[src/hw/clkdiv_pkg.sv]
// Purpose: shared constants and types for the clock divider and fanout control block
// Assumes: one system clock; every pin input is synchronised before use
// Notes: the single control register has no pointer byte on the serial port
package clkdiv_pkg;
  localparam int NUM_OUTS = 8;
  localparam int DIV_SEL_W = 2;
  localparam int DIV_CNT_W = 4;
  localparam int SYNC_W = 7;
  // positions inside the synchronised pin bundle
  localparam int SY_REF = 6;
  localparam int SY_SCL = 5;
  localparam int SY_SDA = 4;
  localparam int SY_SEL_HI = 3;
  localparam int SY_SEL_LO = 2;
  localparam int SY_ADR_HI = 1;
  localparam int SY_ADR_LO = 0;
  localparam logic [7:0] CTRL_OFFSET = 8'h00;
  localparam logic [7:0] CTRL_RESET = 8'h00;
  localparam logic [4:0] ADDR_PREFIX = 5'h1A;
  localparam int RW_POS = 0;
  localparam int MSB_POS = 7;
  localparam logic [3:0] BYTE_BITS = 4'h8;
  localparam logic [3:0] CNT_ZERO = 4'h0;
  localparam logic [3:0] CNT_ONE = 4'h1;
  localparam logic [1:0] SEL_DIV1 = 2'h0;
  localparam logic [1:0] SEL_DIV2 = 2'h1;
  localparam logic [1:0] SEL_DIV8 = 2'h3;
  typedef enum logic [2:0] {
    st_idle,
    st_addr,
    st_addr_ack,
    st_wr_data,
    st_wr_ack,
    st_rd_data,
    st_rd_ack,
    st_ignore
  } i2c_state_t;
endpackage

[src/hw/pin_sync.sv]
// Purpose: two-stage synchroniser for every pin input of the block
// Assumes: inputs are levels from outside the clk_sys domain
// Notes: the first stage feeds only the second stage
`timescale 1ns/1ps
module pin_sync
  import clkdiv_pkg::*;
(
  input wire logic clk_sys,
  input wire logic rstn,
  input wire logic [SYNC_W-1:0] async_in,
  output logic [SYNC_W-1:0] sync_out
);
  logic [SYNC_W-1:0] meta;

  always_ff @(posedge clk_sys or negedge rstn)
  begin
    if (!rstn)
    begin
      meta <= '0;
      sync_out <= '0;
    end
    else
    begin
      meta <= async_in;
      sync_out <= meta;
    end
  end
endmodule // pin_sync

[src/hw/ref_divider.sv]
// Purpose: divides the synchronised reference by 1, 2, 4 or 8
// Assumes: reference input already synchronised to clk_sys
// Notes: each reference edge advances the counter, so bit 0 runs at the reference rate
`timescale 1ns/1ps
module ref_divider
  import clkdiv_pkg::*;
(
  input wire logic clk_sys,
  input wire logic rstn,
  input wire logic ref_lvl,
  input wire logic [DIV_SEL_W-1:0] div_sel,
  output logic div_clk
);
  logic ref_q;
  logic [DIV_CNT_W-1:0] cnt;
  wire ref_edge = ref_lvl ^ ref_q;
  // tap picked straight from the select, no wait for a counter boundary
  wire tap = cnt[div_sel];

  always_ff @(posedge clk_sys or negedge rstn)
  begin
    if (!rstn)
    begin
      ref_q <= 1'b0;
      cnt <= '0;
      div_clk <= 1'b0;
    end
    else
    begin
      ref_q <= ref_lvl;
      if (ref_edge)
        cnt <= cnt + 4'h1;
      div_clk <= tap;
    end
  end

  a_div_one_rate: assert property (@(posedge clk_sys) disable iff (!rstn)
    (ref_edge && div_sel == SEL_DIV1) ##1 (div_sel == SEL_DIV1) |-> ##1 (div_clk != $past(div_clk)))
    else $error("divide by one output missed a reference edge");
  a_div_two_rate: assert property (@(posedge clk_sys) disable iff (!rstn)
    (ref_edge && cnt[0] && div_sel == SEL_DIV2) ##1 (div_sel == SEL_DIV2)
    |-> ##1 (div_clk != $past(div_clk)))
    else $error("divide by two output did not toggle");
  a_div_eight_rate: assert property (@(posedge clk_sys) disable iff (!rstn)
    (ref_edge && cnt[2:0] == 3'h7 && div_sel == SEL_DIV8) ##1 (div_sel == SEL_DIV8)
    |-> ##1 (div_clk != $past(div_clk)))
    else $error("divide by eight output did not toggle");
  a_sel_immediate: assert property (@(posedge clk_sys) disable iff (!rstn)
    ($changed(div_sel) && !ref_edge) |=> (div_clk == cnt[$past(div_sel)]))
    else $error("new divide select did not act at once");
endmodule // ref_divider

[src/hw/clock_divider_fanout_ctrl.sv]
// Purpose: divider, eight-pair fanout with per-pair disable and a serial target port
// Assumes: scl below a tenth of the clk_sys rate; pins synchronised before use
// Notes: single byte register; extra bytes in a write are ignored without ack
`timescale 1ns/1ps
module clock_divider_fanout_ctrl
  import clkdiv_pkg::*;
(
  input wire logic clk_sys,
  input wire logic rstn,
  input wire logic ref_clk_in,
  input wire logic divide_select_hi,
  input wire logic divide_select_lo,
  input wire logic addr_strap_hi,
  input wire logic addr_strap_lo,
  input wire logic scl_in,
  input wire logic sda_in,
  output logic sda_out,
  output logic sda_oe_n,
  output logic [NUM_OUTS-1:0] clock_out_p,
  output logic [NUM_OUTS-1:0] clock_out_n,
  output logic [NUM_OUTS-1:0] clock_out_oe_n
);
  import clkdiv_pkg::*;

  logic [SYNC_W-1:0] pins_s;
  logic div_clk;
  logic scl_q;
  logic sda_q;
  i2c_state_t state;
  i2c_state_t next_state;
  logic [3:0] bit_cnt;
  logic [3:0] next_cnt;
  logic [7:0] shift_reg;
  logic [7:0] next_shift;
  logic [7:0] tx_reg;
  logic [7:0] next_tx;
  logic next_oe_n;
  logic write_commit;
  logic [7:0] output_tristate_ctrl;
  logic first_write_done;

  // pin synchronisation, one bundle
  pin_sync u_sync (
    .clk_sys(clk_sys),
    .rstn(rstn),
    .async_in({ref_clk_in, scl_in, sda_in, divide_select_hi, divide_select_lo,
               addr_strap_hi, addr_strap_lo}),
    .sync_out(pins_s)
  );

  wire scl_s = pins_s[SY_SCL];
  wire sda_s = pins_s[SY_SDA];
  wire [DIV_SEL_W-1:0] divide_select = {pins_s[SY_SEL_HI], pins_s[SY_SEL_LO]};

  ref_divider u_div (
    .clk_sys(clk_sys),
    .rstn(rstn),
    .ref_lvl(pins_s[SY_REF]),
    .div_sel(divide_select),
    .div_clk(div_clk)
  );

  // bus condition decode
  wire scl_rise = scl_s & ~scl_q;
  wire scl_fall = ~scl_s & scl_q;
  wire start_det = scl_s & scl_q & sda_q & ~sda_s;
  wire stop_det = scl_s & scl_q & ~sda_q & sda_s;
  wire [6:0] target_address = {ADDR_PREFIX, pins_s[SY_ADR_HI], pins_s[SY_ADR_LO]};
  wire addr_hit = shift_reg[7:1] == target_address;
  wire rw_bit = shift_reg[RW_POS];
  wire byte_done = bit_cnt == BYTE_BITS;
  wire rx_state = state == st_addr || state == st_wr_data ||
                  state == st_rd_data || state == st_rd_ack;
  wire master_ack = ~shift_reg[0];
  // before the first write the pairs stay enabled whatever the register holds
  wire [7:0] eff_disable = first_write_done ? output_tristate_ctrl : CTRL_RESET;

  always_comb
  begin
    next_state = state;
    next_cnt = bit_cnt;
    next_shift = shift_reg;
    next_tx = tx_reg;
    next_oe_n = sda_oe_n;
    write_commit = 1'b0;
    if (stop_det)
    begin
      next_state = st_idle;
      next_oe_n = 1'b1;
    end
    else if (start_det)
    begin
      // start or repeated start from any state
      next_state = st_addr;
      next_cnt = CNT_ZERO;
      next_oe_n = 1'b1;
    end
    else if (scl_rise && rx_state)
    begin
      // sample on the high phase, where sda is stable
      next_shift = {shift_reg[6:0], sda_s};
      next_cnt = bit_cnt + CNT_ONE;
    end
    else if (scl_fall)
    begin
      unique case (state)
        st_idle:
        begin
          next_state = st_idle;
        end
        st_addr:
        begin
          if (byte_done)
          begin
            if (addr_hit)
            begin
              next_state = st_addr_ack;
              next_oe_n = 1'b0;
            end
            else
              next_state = st_ignore;
          end
        end
        st_addr_ack:
        begin
          next_cnt = CNT_ZERO;
          if (rw_bit)
          begin
            next_state = st_rd_data;
            next_tx = output_tristate_ctrl;
            next_oe_n = output_tristate_ctrl[MSB_POS];
          end
          else
          begin
            next_state = st_wr_data;
            next_oe_n = 1'b1;
          end
        end
        st_wr_data:
        begin
          if (byte_done)
          begin
            write_commit = 1'b1;
            next_state = st_wr_ack;
            next_oe_n = 1'b0;
          end
        end
        st_wr_ack:
        begin
          next_state = st_ignore;
          next_oe_n = 1'b1;
        end
        st_rd_data:
        begin
          if (byte_done)
          begin
            next_state = st_rd_ack;
            next_cnt = CNT_ZERO;
            next_oe_n = 1'b1;
          end
          else
          begin
            // next bit goes out while scl is low
            next_tx = {tx_reg[6:0], 1'b0};
            next_oe_n = tx_reg[MSB_POS-1];
          end
        end
        st_rd_ack:
        begin
          if (master_ack)
          begin
            next_state = st_rd_data;
            next_cnt = CNT_ZERO;
            next_tx = output_tristate_ctrl;
            next_oe_n = output_tristate_ctrl[MSB_POS];
          end
          else
            next_state = st_ignore;
        end
        st_ignore:
        begin
          next_state = st_ignore;
        end
      endcase
    end
  end

  always_ff @(posedge clk_sys or negedge rstn)
  begin
    if (!rstn)
    begin
      scl_q <= 1'b1;
      sda_q <= 1'b1;
      state <= st_idle;
      bit_cnt <= CNT_ZERO;
      shift_reg <= 8'h00;
      tx_reg <= 8'h00;
      sda_oe_n <= 1'b1;
      sda_out <= 1'b0;
    end
    else
    begin
      scl_q <= scl_s;
      sda_q <= sda_s;
      state <= next_state;
      bit_cnt <= next_cnt;
      shift_reg <= next_shift;
      tx_reg <= next_tx;
      sda_oe_n <= next_oe_n;
      sda_out <= 1'b0;
    end
  end

  // control register, cleared only by the power-up reset
  always_ff @(posedge clk_sys or negedge rstn)
  begin
    if (!rstn)
    begin
      output_tristate_ctrl <= CTRL_RESET;
      first_write_done <= 1'b0;
    end
    else if (write_commit)
    begin
      output_tristate_ctrl <= shift_reg;
      first_write_done <= 1'b1;
    end
  end

  // output stage, one pair per control bit; disable acts without a reference edge
  genvar gi;
  generate
    for (gi = 0; gi < NUM_OUTS; gi++)
    begin : g_pair
      always_ff @(posedge clk_sys or negedge rstn)
      begin
        if (!rstn)
        begin
          clock_out_p[gi] <= 1'b0;
          clock_out_n[gi] <= 1'b1;
          clock_out_oe_n[gi] <= 1'b0;
        end
        else
        begin
          clock_out_p[gi] <= div_clk;
          clock_out_n[gi] <= ~div_clk;
          clock_out_oe_n[gi] <= eff_disable[gi];
        end
      end
    end
  endgenerate

  a_pair_disable: assert property (@(posedge clk_sys) disable iff (!rstn)
    write_commit |-> ##2 (clock_out_oe_n == $past(shift_reg, 2)))
    else $error("written disable bits did not reach the output pairs");
  a_pair_follow: assert property (@(posedge clk_sys) disable iff (!rstn)
    first_write_done ##1 first_write_done |-> (clock_out_oe_n == $past(output_tristate_ctrl)))
    else $error("output pair enable does not match its control bit");
  a_enabled_pre_write: assert property (@(posedge clk_sys) disable iff (!rstn)
    (!first_write_done && !$past(first_write_done)) |-> (clock_out_oe_n == 8'h00))
    else $error("an output pair is disabled before the first write");
  a_enable_no_ref: assert property (@(posedge clk_sys) disable iff (!rstn)
    (write_commit && $stable(div_clk)) |-> ##2 (clock_out_oe_n == $past(shift_reg, 2)))
    else $error("enable change waited for a reference edge");
  a_addr_miss: assert property (@(posedge clk_sys) disable iff (!rstn)
    (state == st_addr && scl_fall && byte_done && !addr_hit && !start_det && !stop_det)
    |=> (state == st_ignore && sda_oe_n))
    else $error("foreign address was acknowledged");
  a_rw_decode: assert property (@(posedge clk_sys) disable iff (!rstn)
    (state == st_addr_ack && scl_fall && !start_det && !stop_det)
    |=> (state == (rw_bit ? st_rd_data : st_wr_data)) || $past(!rw_bit) && state == st_wr_data)
    else $error("read or write not decoded from bit 0");
  a_start_begin: assert property (@(posedge clk_sys) disable iff (!rstn)
    (start_det && !stop_det) |=> (state == st_addr && bit_cnt == CNT_ZERO && sda_oe_n))
    else $error("start condition did not begin an address phase");
  a_stop_end: assert property (@(posedge clk_sys) disable iff (!rstn)
    stop_det |=> (state == st_idle && sda_oe_n))
    else $error("stop condition did not end the transfer");
  a_sda_change_low: assert property (@(posedge clk_sys) disable iff (!rstn)
    $changed(sda_oe_n) |-> ($past(scl_fall) || $past(start_det) || $past(stop_det)))
    else $error("device changed sda outside the scl low phase");
  a_ack_hold: assert property (@(posedge clk_sys) disable iff (!rstn)
    (state == st_addr_ack || state == st_wr_ack) |-> !sda_oe_n)
    else $error("acknowledge not held low");
  a_read_msb: assert property (@(posedge clk_sys) disable iff (!rstn)
    (state == st_addr_ack && scl_fall && rw_bit && !start_det && !stop_det)
    |=> (sda_oe_n == output_tristate_ctrl[MSB_POS]))
    else $error("read did not start with register bit 7");
  a_write_store: assert property (@(posedge clk_sys) disable iff (!rstn)
    write_commit |=> (output_tristate_ctrl == $past(shift_reg) && state == st_wr_ack))
    else $error("write byte not stored");

  // clock fanout checks
  a_pair_diff: assert property (@(posedge clk_sys) disable iff (!rstn)
    clock_out_n == ~clock_out_p)
    else $error("a pair is not the inverse of its true output");
  a_fanout_equal: assert property (@(posedge clk_sys) disable iff (!rstn)
    clock_out_p == {NUM_OUTS{clock_out_p[0]}})
    else $error("output pairs do not carry one common clock");
  a_pair_tracks: assert property (@(posedge clk_sys) disable iff (!rstn)
    clock_out_p == {NUM_OUTS{$past(div_clk)}})
    else $error("output pairs do not follow the divided clock");

  // serial port checks
  a_addr_ack: assert property (@(posedge clk_sys) disable iff (!rstn)
    (state == st_addr && scl_fall && byte_done && addr_hit)
    |=> (state == st_addr_ack && !sda_oe_n))
    else $error("own address was not acknowledged");
  a_write_ack: assert property (@(posedge clk_sys) disable iff (!rstn)
    (state == st_wr_data && scl_fall && byte_done) |=> !sda_oe_n)
    else $error("data byte of a write was not acknowledged");
  a_read_next: assert property (@(posedge clk_sys) disable iff (!rstn)
    (state == st_rd_data && scl_fall && !byte_done)
    |=> (sda_oe_n == output_tristate_ctrl[MSB_POS - $past(bit_cnt)]))
    else $error("read bit does not match the register");
  a_read_release: assert property (@(posedge clk_sys) disable iff (!rstn)
    (state == st_rd_data && scl_fall && byte_done)
    |=> (state == st_rd_ack && sda_oe_n))
    else $error("device did not release sda for the read acknowledge");
  a_nack_end: assert property (@(posedge clk_sys) disable iff (!rstn)
    (state == st_rd_ack && scl_fall && !master_ack) |=> (state == st_ignore))
    else $error("not-acknowledge did not end the read");
  a_ack_repeat: assert property (@(posedge clk_sys) disable iff (!rstn)
    (state == st_rd_ack && scl_fall && master_ack)
    |=> (state == st_rd_data && sda_oe_n == output_tristate_ctrl[MSB_POS]))
    else $error("acknowledged read did not resend the register");
  a_ignore_quiet: assert property (@(posedge clk_sys) disable iff (!rstn)
    (state == st_ignore) |-> sda_oe_n)
    else $error("device drove sda while ignoring the bus");
  a_idle_quiet: assert property (@(posedge clk_sys) disable iff (!rstn)
    (state == st_idle) |-> sda_oe_n)
    else $error("device drove sda while idle");
  a_wr_ack_end: assert property (@(posedge clk_sys) disable iff (!rstn)
    (state == st_wr_ack && scl_fall) |=> (state == st_ignore && sda_oe_n))
    else $error("write acknowledge was not released");
  a_bit_shift: assert property (@(posedge clk_sys) disable iff (!rstn)
    (scl_rise && rx_state) |=> (shift_reg[0] == $past(sda_s)))
    else $error("sda not sampled at the scl rise");
  // register checks
  a_reg_hold: assert property (@(posedge clk_sys) disable iff (!rstn)
    !write_commit |=> $stable(output_tristate_ctrl))
    else $error("control register changed without a write");
  a_bit_range: assert property (@(posedge clk_sys) disable iff (!rstn)
    bit_cnt <= BYTE_BITS)
    else $error("bit counter ran past one byte");
endmodule // clock_divider_fanout_ctrl

[config.mk]
export PLATFORM = sky130hd
export DESIGN_NAME = clock_divider_fanout_ctrl
export DESIGN_NICKNAME = d
export VERILOG_FILES = /design/src/hw/clkdiv_pkg.sv /design/src/hw/pin_sync.sv /design/src/hw/ref_divider.sv /design/src/hw/clock_divider_fanout_ctrl.sv
export SDC_FILE = /design/constraint.sdc
export NUM_CORES = 1
export LEC_CHECK = 0
export BUFFER_PORTS_ARGS = -buffer_cell sky130_fd_sc_hd__buf_4
export CAP_MARGIN = 20
export CORE_UTILIZATION = 60
export DETAILED_ROUTE_END_ITERATION = 8
export GPL_TIMING_DRIVEN = 1
export PLACE_DENSITY = 0.82
export SLEW_MARGIN = 0
export SYNTH_ARGS = -nofsm -noshare
export SYNTH_HDL_FRONTEND = slang
export SYNTH_SLANG_ARGS = --single-unit
[constraint.sdc]
create_clock -name clk_sys -period 4.8 [get_ports clk_sys]
set_input_delay 0.72 -clock clk_sys [delete_from_list [all_inputs] [get_ports clk_sys]]
set_output_delay 0.72 -clock clk_sys [all_outputs]
set_load 0.02 [all_outputs]
# After elaboration in Yosys (flattened, before gate mapping)
# Cells that the tools add are included.
# W data, S select, Z words.
[word_totals] input_bits=9 regBits=64
[classes] reduce_logical=16 bitwise=16 eq_ne=20 n_addsub=2 order_cmp=1 mux=41
[op_table] operator="$mux W3" count=9
[op_table] operator="$mux W7" count=3
[op_table] operator="$pmux W3 S7" count=1
[op_table] operator="$pmux W7 S3" count=1
[op_table] operator="$mux W4" count=5
[op_table] operator="$ne A4 B4 Y1 const B" count=5
[op_table] operator="$mux W1" count=17
[op_table] operator="$eq A3 B3 Y1 const B" count=4
[op_table] operator="$pmux W4 S3" count=1
[op_table] operator="$reduce_and A5 Y1" count=2
[op_table] operator="$reduce_bool A3 Y1" count=3
[op_table] operator="$add A4 B1 Y4 const B" count=2
[op_table] operator="$mux W8" count=1
[op_table] operator="$ne A4 B3 Y1 const B" count=2
[op_table] operator="$not A1 Y1" count=8
[op_table] operator="$reduce_and A8 Y1" count=1
[op_table] operator="$reduce_bool A8 Y1" count=1
[op_table] operator="$and A1 B1 Y1" count=7
[op_table] operator="$eq A7 B7 Y1" count=1
[op_table] operator="$reduce_and A7 Y1" count=1
[op_table] operator="$eq A3 B2 Y1 const B" count=2
[op_table] operator="$ne A2 B2 Y1 const B" count=3
[op_table] operator="$pmux W1 S6" count=1
[op_table] operator="$reduce_bool A5 Y1" count=1
[op_table] operator="12 further kinds" count=14

# Logic depth before layout (Yosys ltp)
[logic_depth] ltp_word=8 depth_mapped=6 depth_no_buf=6

# Hierarchy
# From an unflattened synthesis, not the netlist that was laid out.
[unflattened] cells_unflattened=222 hier_area_um2=2760.1
[modules_own_cells] mod="clock_divider_fanout_ctrl" area_each_um2=2160.8 cells_per_inst=193 n_inst=1
[modules_own_cells] mod="pin_sync" area_each_um2=350.3 cells_per_inst=14 n_inst=1
[modules_own_cells] mod="ref_divider" area_each_um2=249.0 cells_per_inst=15 n_inst=1

# Least setup slack after synthesis
# No wires, ideal clock.
[synth_path] path_kind="register to register" start="reg bit_cnt[0]" end="reg tx_reg[1]" path_stages_with_launch=7 path_buffers=0 period_less_slack_ns=1.762 arrival_ns=1.637 path_slack_ns=3.038 setup_ns=0.125 path_cell_list="dfrtp_1 inv_1 ha_1 nand3b_1 o32ai_1 nor4_4 mux2_2"
[synth_via] elab_chain_len=3
[synth_rtl] element="from (decl)" line="clock_divider_fanout_ctrl.sv:31" rtl="logic [3:0] bit_cnt;"
[synth_rtl] element="from (signal assigned)" line="clock_divider_fanout_ctrl.sv:206" rtl="bit_cnt <= next_cnt;"
[synth_rtl] element="$eq A4 B4 Y1" line="clock_divider_fanout_ctrl.sv:71" rtl="wire byte_done = bit_cnt == BYTE_BITS;"
[synth_rtl] element="$ne A2 B2 Y1 (no source line)"
[synth_rtl] element="$reduce_and A8 Y1 (no source line)"
[synth_rtl] element="to (signal assigned)" line="clock_divider_fanout_ctrl.sv:208" rtl="tx_reg <= next_tx;"
[synth_rtl] element="to (decl)" line="clock_divider_fanout_ctrl.sv:35" rtl="logic [7:0] tx_reg;"
# No other way between the ends.
# A chain may end at the register's enable or synchronous reset.

# Worst setup path after layout
[layout_path] start="reg state[0]" end="reg tx_reg[5]"
[layout_via] elab_chain_len=7
[layout_rtl] element="from (decl)" line="clock_divider_fanout_ctrl.sv:29" rtl="i2c_state_t state;"
[layout_rtl] element="from (signal assigned)" line="clock_divider_fanout_ctrl.sv:194" rtl="state <= st_idle;"
[layout_rtl] element="from (signal assigned)" line="clock_divider_fanout_ctrl.sv:205" rtl="state <= next_state;"
[layout_rtl] element="$eq A3 B1 Y1 or $eq A3 B2 Y1 (tied branches)" line="clock_divider_fanout_ctrl.sv:72" rtl="wire rx_state = state == st_addr || state == st_wr_data ||"
[layout_rtl] element="$logic_or A1 B1 Y1 (2 in series)" line="clock_divider_fanout_ctrl.sv:72"
[layout_rtl] element="$logic_or A1 B1 Y1" line="clock_divider_fanout_ctrl.sv:73" rtl="state == st_rd_data || state == st_rd_ack;"
[layout_rtl] element="$logic_and A1 B1 Y1" line="clock_divider_fanout_ctrl.sv:98" rtl="else if (scl_rise && rx_state)"
[layout_rtl] element="$not A1 Y1 (no source line)"
[layout_rtl] element="$reduce_and A8 Y1 (no source line)"
# Parallel ways exist; a longest one is shown, timed or not.

==> qor.csv <==
metric;value;unit
outcome;complete, no violations;
vias per inst;5.55;
CTS sink cnt;64;
hpwl dp;2950;um
slowest cell on the critical path;dfrtp_1;
commonest non-fill, non-tap cell in the layout;dfrtp_1;
chip width;69.3;um
worst skew pair latency;0.34;ns
max frequency;440;MHz
NetSw;0.000568;W
depth of the CTS H-tree;3;
synthesized area per cell;13.3;um^2
fin util;71.3;%
Clock Tree Root;clkbuf_8;
final hold vios;0;
Die Y;69.3;um
max_cap viols;0;
Initial Util;62.5;%
clk slew on worst S/H paths;0.07;ns
CP max FO;15;
RSZ-0062 raised after global routing;false;
Worst path max stage delay;0.60;ns
Final nets;241;
remaining global-route overflow;0;
WP depth;4;
sequential share of power;45.1;%
Hold Crit Class;flip-flop to flip-flop;
ys flop type;dfrtp_1;
pre-CTS WS;2.55;ns
Final Cycle Share;47.4;%
FF+latch count, synth;64;
CTS tree;done;
drc violations;0;
Global Route met3 Usage;4.36;%
Post-Synthesis Cells;205;
Final Skew;0.0101;ns
Setup WS post-layout;2.53;ns
Num CTS Buffers;9;
met2 Resource Use GR;31.9;%
Setup violations, final;0;
reg2reg path depth;4;
placed cells;270;
GPL Wtd Cong;0.818;
Antenna Nets Post-Route;0;
busiest grt layer;met2;
WS Path Type;flip-flop to flip-flop;
maximum vdd ir drop;0.000330;V
number of hold buffers added after cts;0;
crit path to;tx_reg[5]$_DFFE_PN0P_;
EDFF count, synth;0;
initial antenna violation count;0;
GR Util All Layers;20.4;%
# resized after CTS;0;
largest delay contributor family on the critical path;simple AND/OR/NAND/NOR gates;
largest net degree at the start of global routing;65;
Final Power;0.00173;W
syn nets;217;
Setup crit start;state[0]$_DFFE_PN0P_;
Slew @ Worst Pin;0.757;ns
capturing element type of the critical path;flip-flop;
Detailed Routing Iterations Pass 1;4;
PortBufs;33;
num ports;35;
Core Footprint;0.00435;mm^2
Setup TNS;0;ns
CP Data Arrival Time;2.49;ns
Die Area;0.00481;mm^2
Vias;1587;
DR iter-0 viols;95;
Reg2Reg Setup Slack;2.53;ns
sw frac;32.8;%
register area share after synthesis;59.1;%
ys async rst share;100;%
slew margin rel.;49.6;%
vias in the first global route;1567;
DR WL/cell;15.1;um
Buf+Inv Stages, Crit Path;0;
synth warn;0;
first-pass GRT wire length;7400;um
required time of the critical path;5.01;ns
pwr/cell area;557;mW/mm^2
area delta synth->final;14.1;%
Reg-to-Reg Start;state[0]$_DFFE_PN0P_;
RR Endpoint;tx_reg[5]$_DFFE_PN0P_;
row count;24;
Post-Syn Area;0.00272;mm^2
Leak;1.49;nW
final WL;4330;um
most frequent cells in the layout;dfrtp_1, buf_4, mux2_2;
Cell variety after synth;45;
# diodes;0;
Logic pwr share;27.7;%
Max Root-Sink Buffers;2;
Post-Layout Cell Count;286;
CP Cell Sequence;nand3b_1 > a21boi_0 > nor4_4 > mux2_2;
post-CTS setup buffer count;0;
met1 Track Usage GR;26.2;%
post-route minimum period;2.27;ns
clock share of power;27.2;%
Worst setup SP type;flip-flop;
layout cell share with drive strength beyond 1;35.9;%
Max Slew Vio Count;0;
Internal;0.00116;W
[routing by layer]
| metal | vias to the layer above | share of wire (%) |
|---|---|---|
| met3 | 10 | 2.5 |
| met5 | - | 0 |
| met2 | 30 | 49 |
| li1 | 747 | - |
| met1 | 800 | 46 |
| met4 | 0 | 2.5 |
[worst min path at each step]
stage	start	endpoint	slack, ns	cells after the start
after global placement	u_sync.meta[3]$_DFF_PN0_	u_sync.sync_out[3]$_DFF_PN0_	0.33	0
after floorplan	u_sync.meta[0]$_DFF_PN0_	u_sync.sync_out[0]$_DFF_PN0_	0.33	0
after detailed placement	u_sync.meta[2]$_DFF_PN0_	u_sync.sync_out[2]$_DFF_PN0_	0.33	0
final	u_sync.meta[2]$_DFF_PN0_	u_sync.sync_out[2]$_DFF_PN0_	0.35	0
after global routing	u_sync.meta[2]$_DFF_PN0_	u_sync.sync_out[2]$_DFF_PN0_	0.36	0
after CTS	u_sync.meta[2]$_DFF_PN0_	u_sync.sync_out[2]$_DFF_PN0_	0.35	0
[synthesized netlist by cell type, drive strengths merged (2+ instances only)]
| cell | count | area, um^2 |
|---|---|---|
| a21o | 2 | 15.0 |
| a221oi | 2 | 17.5 |
| xnor2 | 3 | 26.3 |
| o211ai | 2 | 15.0 |
| mux2i | 3 | 30.0 |
| nand2b | 7 | 43.8 |
| a21oi | 4 | 20.0 |
| ha | 3 | 37.5 |
| nor2b | 4 | 25.0 |
| mux2 | 29 | 327 |
| nand3 | 2 | 10.0 |
| a22o | 2 | 17.5 |
| o22ai | 2 | 12.5 |
| a21boi | 2 | 15.0 |
| nand4 | 2 | 12.5 |
| and2 | 8 | 50.1 |
| buf | 19 | 134 |
| nor2 | 5 | 18.8 |
| o21ai | 4 | 20.0 |
| dfrtp | 60 | 1500 |
| inv | 7 | 26.3 |
| nand3b | 2 | 15.0 |
| nand2 | 5 | 18.8 |
| xor2 | 5 | 43.8 |
| dfstp | 4 | 105 |
[power by group through the flow]
stage / clock network, W / registers [W] / logic, W
final: 0.000471 / 0.000779 / 0.000479
after global routing: 0.000504 / 0.000804 / 0.000522
after detailed placement: 0 / 0.000789 / 0.000483
after floorplan: 0 / 0.000743 / 0.000427
after CTS: 0.000483 / 0.000780 / 0.000485
after global placement: 0 / 0.000783 / 0.000470
[cell families after synthesis]
| logic type | count (synthesis) | synth area share, % |
|---|---|---|
| flops | 64 | 59.1 |
| xor+xnor | 8 | 2.58 |
| buf+inv | 27 | 6.03 |
| simple gates | 43 | 9.84 |
| fa+ha+maj | 3 | 1.38 |
| other cells | 1 | 0.138 |
| mux | 33 | 13.9 |
| compound gates | 26 | 7.04 |
[metrics by stage]
step                hold slack, ns  area, um^2
detailed placement           0.335        2900
global placement             0.332        2900
floorplan                    0.331        2720
finish                       0.348        3100
CTS                          0.350        3100
global route                 0.357        3100
[final cells by class]
type | count | area (um^2)
flip-flops and latches | 64 | 1610
fillers | 304 | 1250
multi-input cells | 114 | 950
repair buffers | 33 | 248
clock buffers | 13 | 169
well taps | 52 | 65.1
clock inverters | 3 | 40.0
inverters | 7 | 26.3
Note: power is estimated with default switching activity, not from simulation.
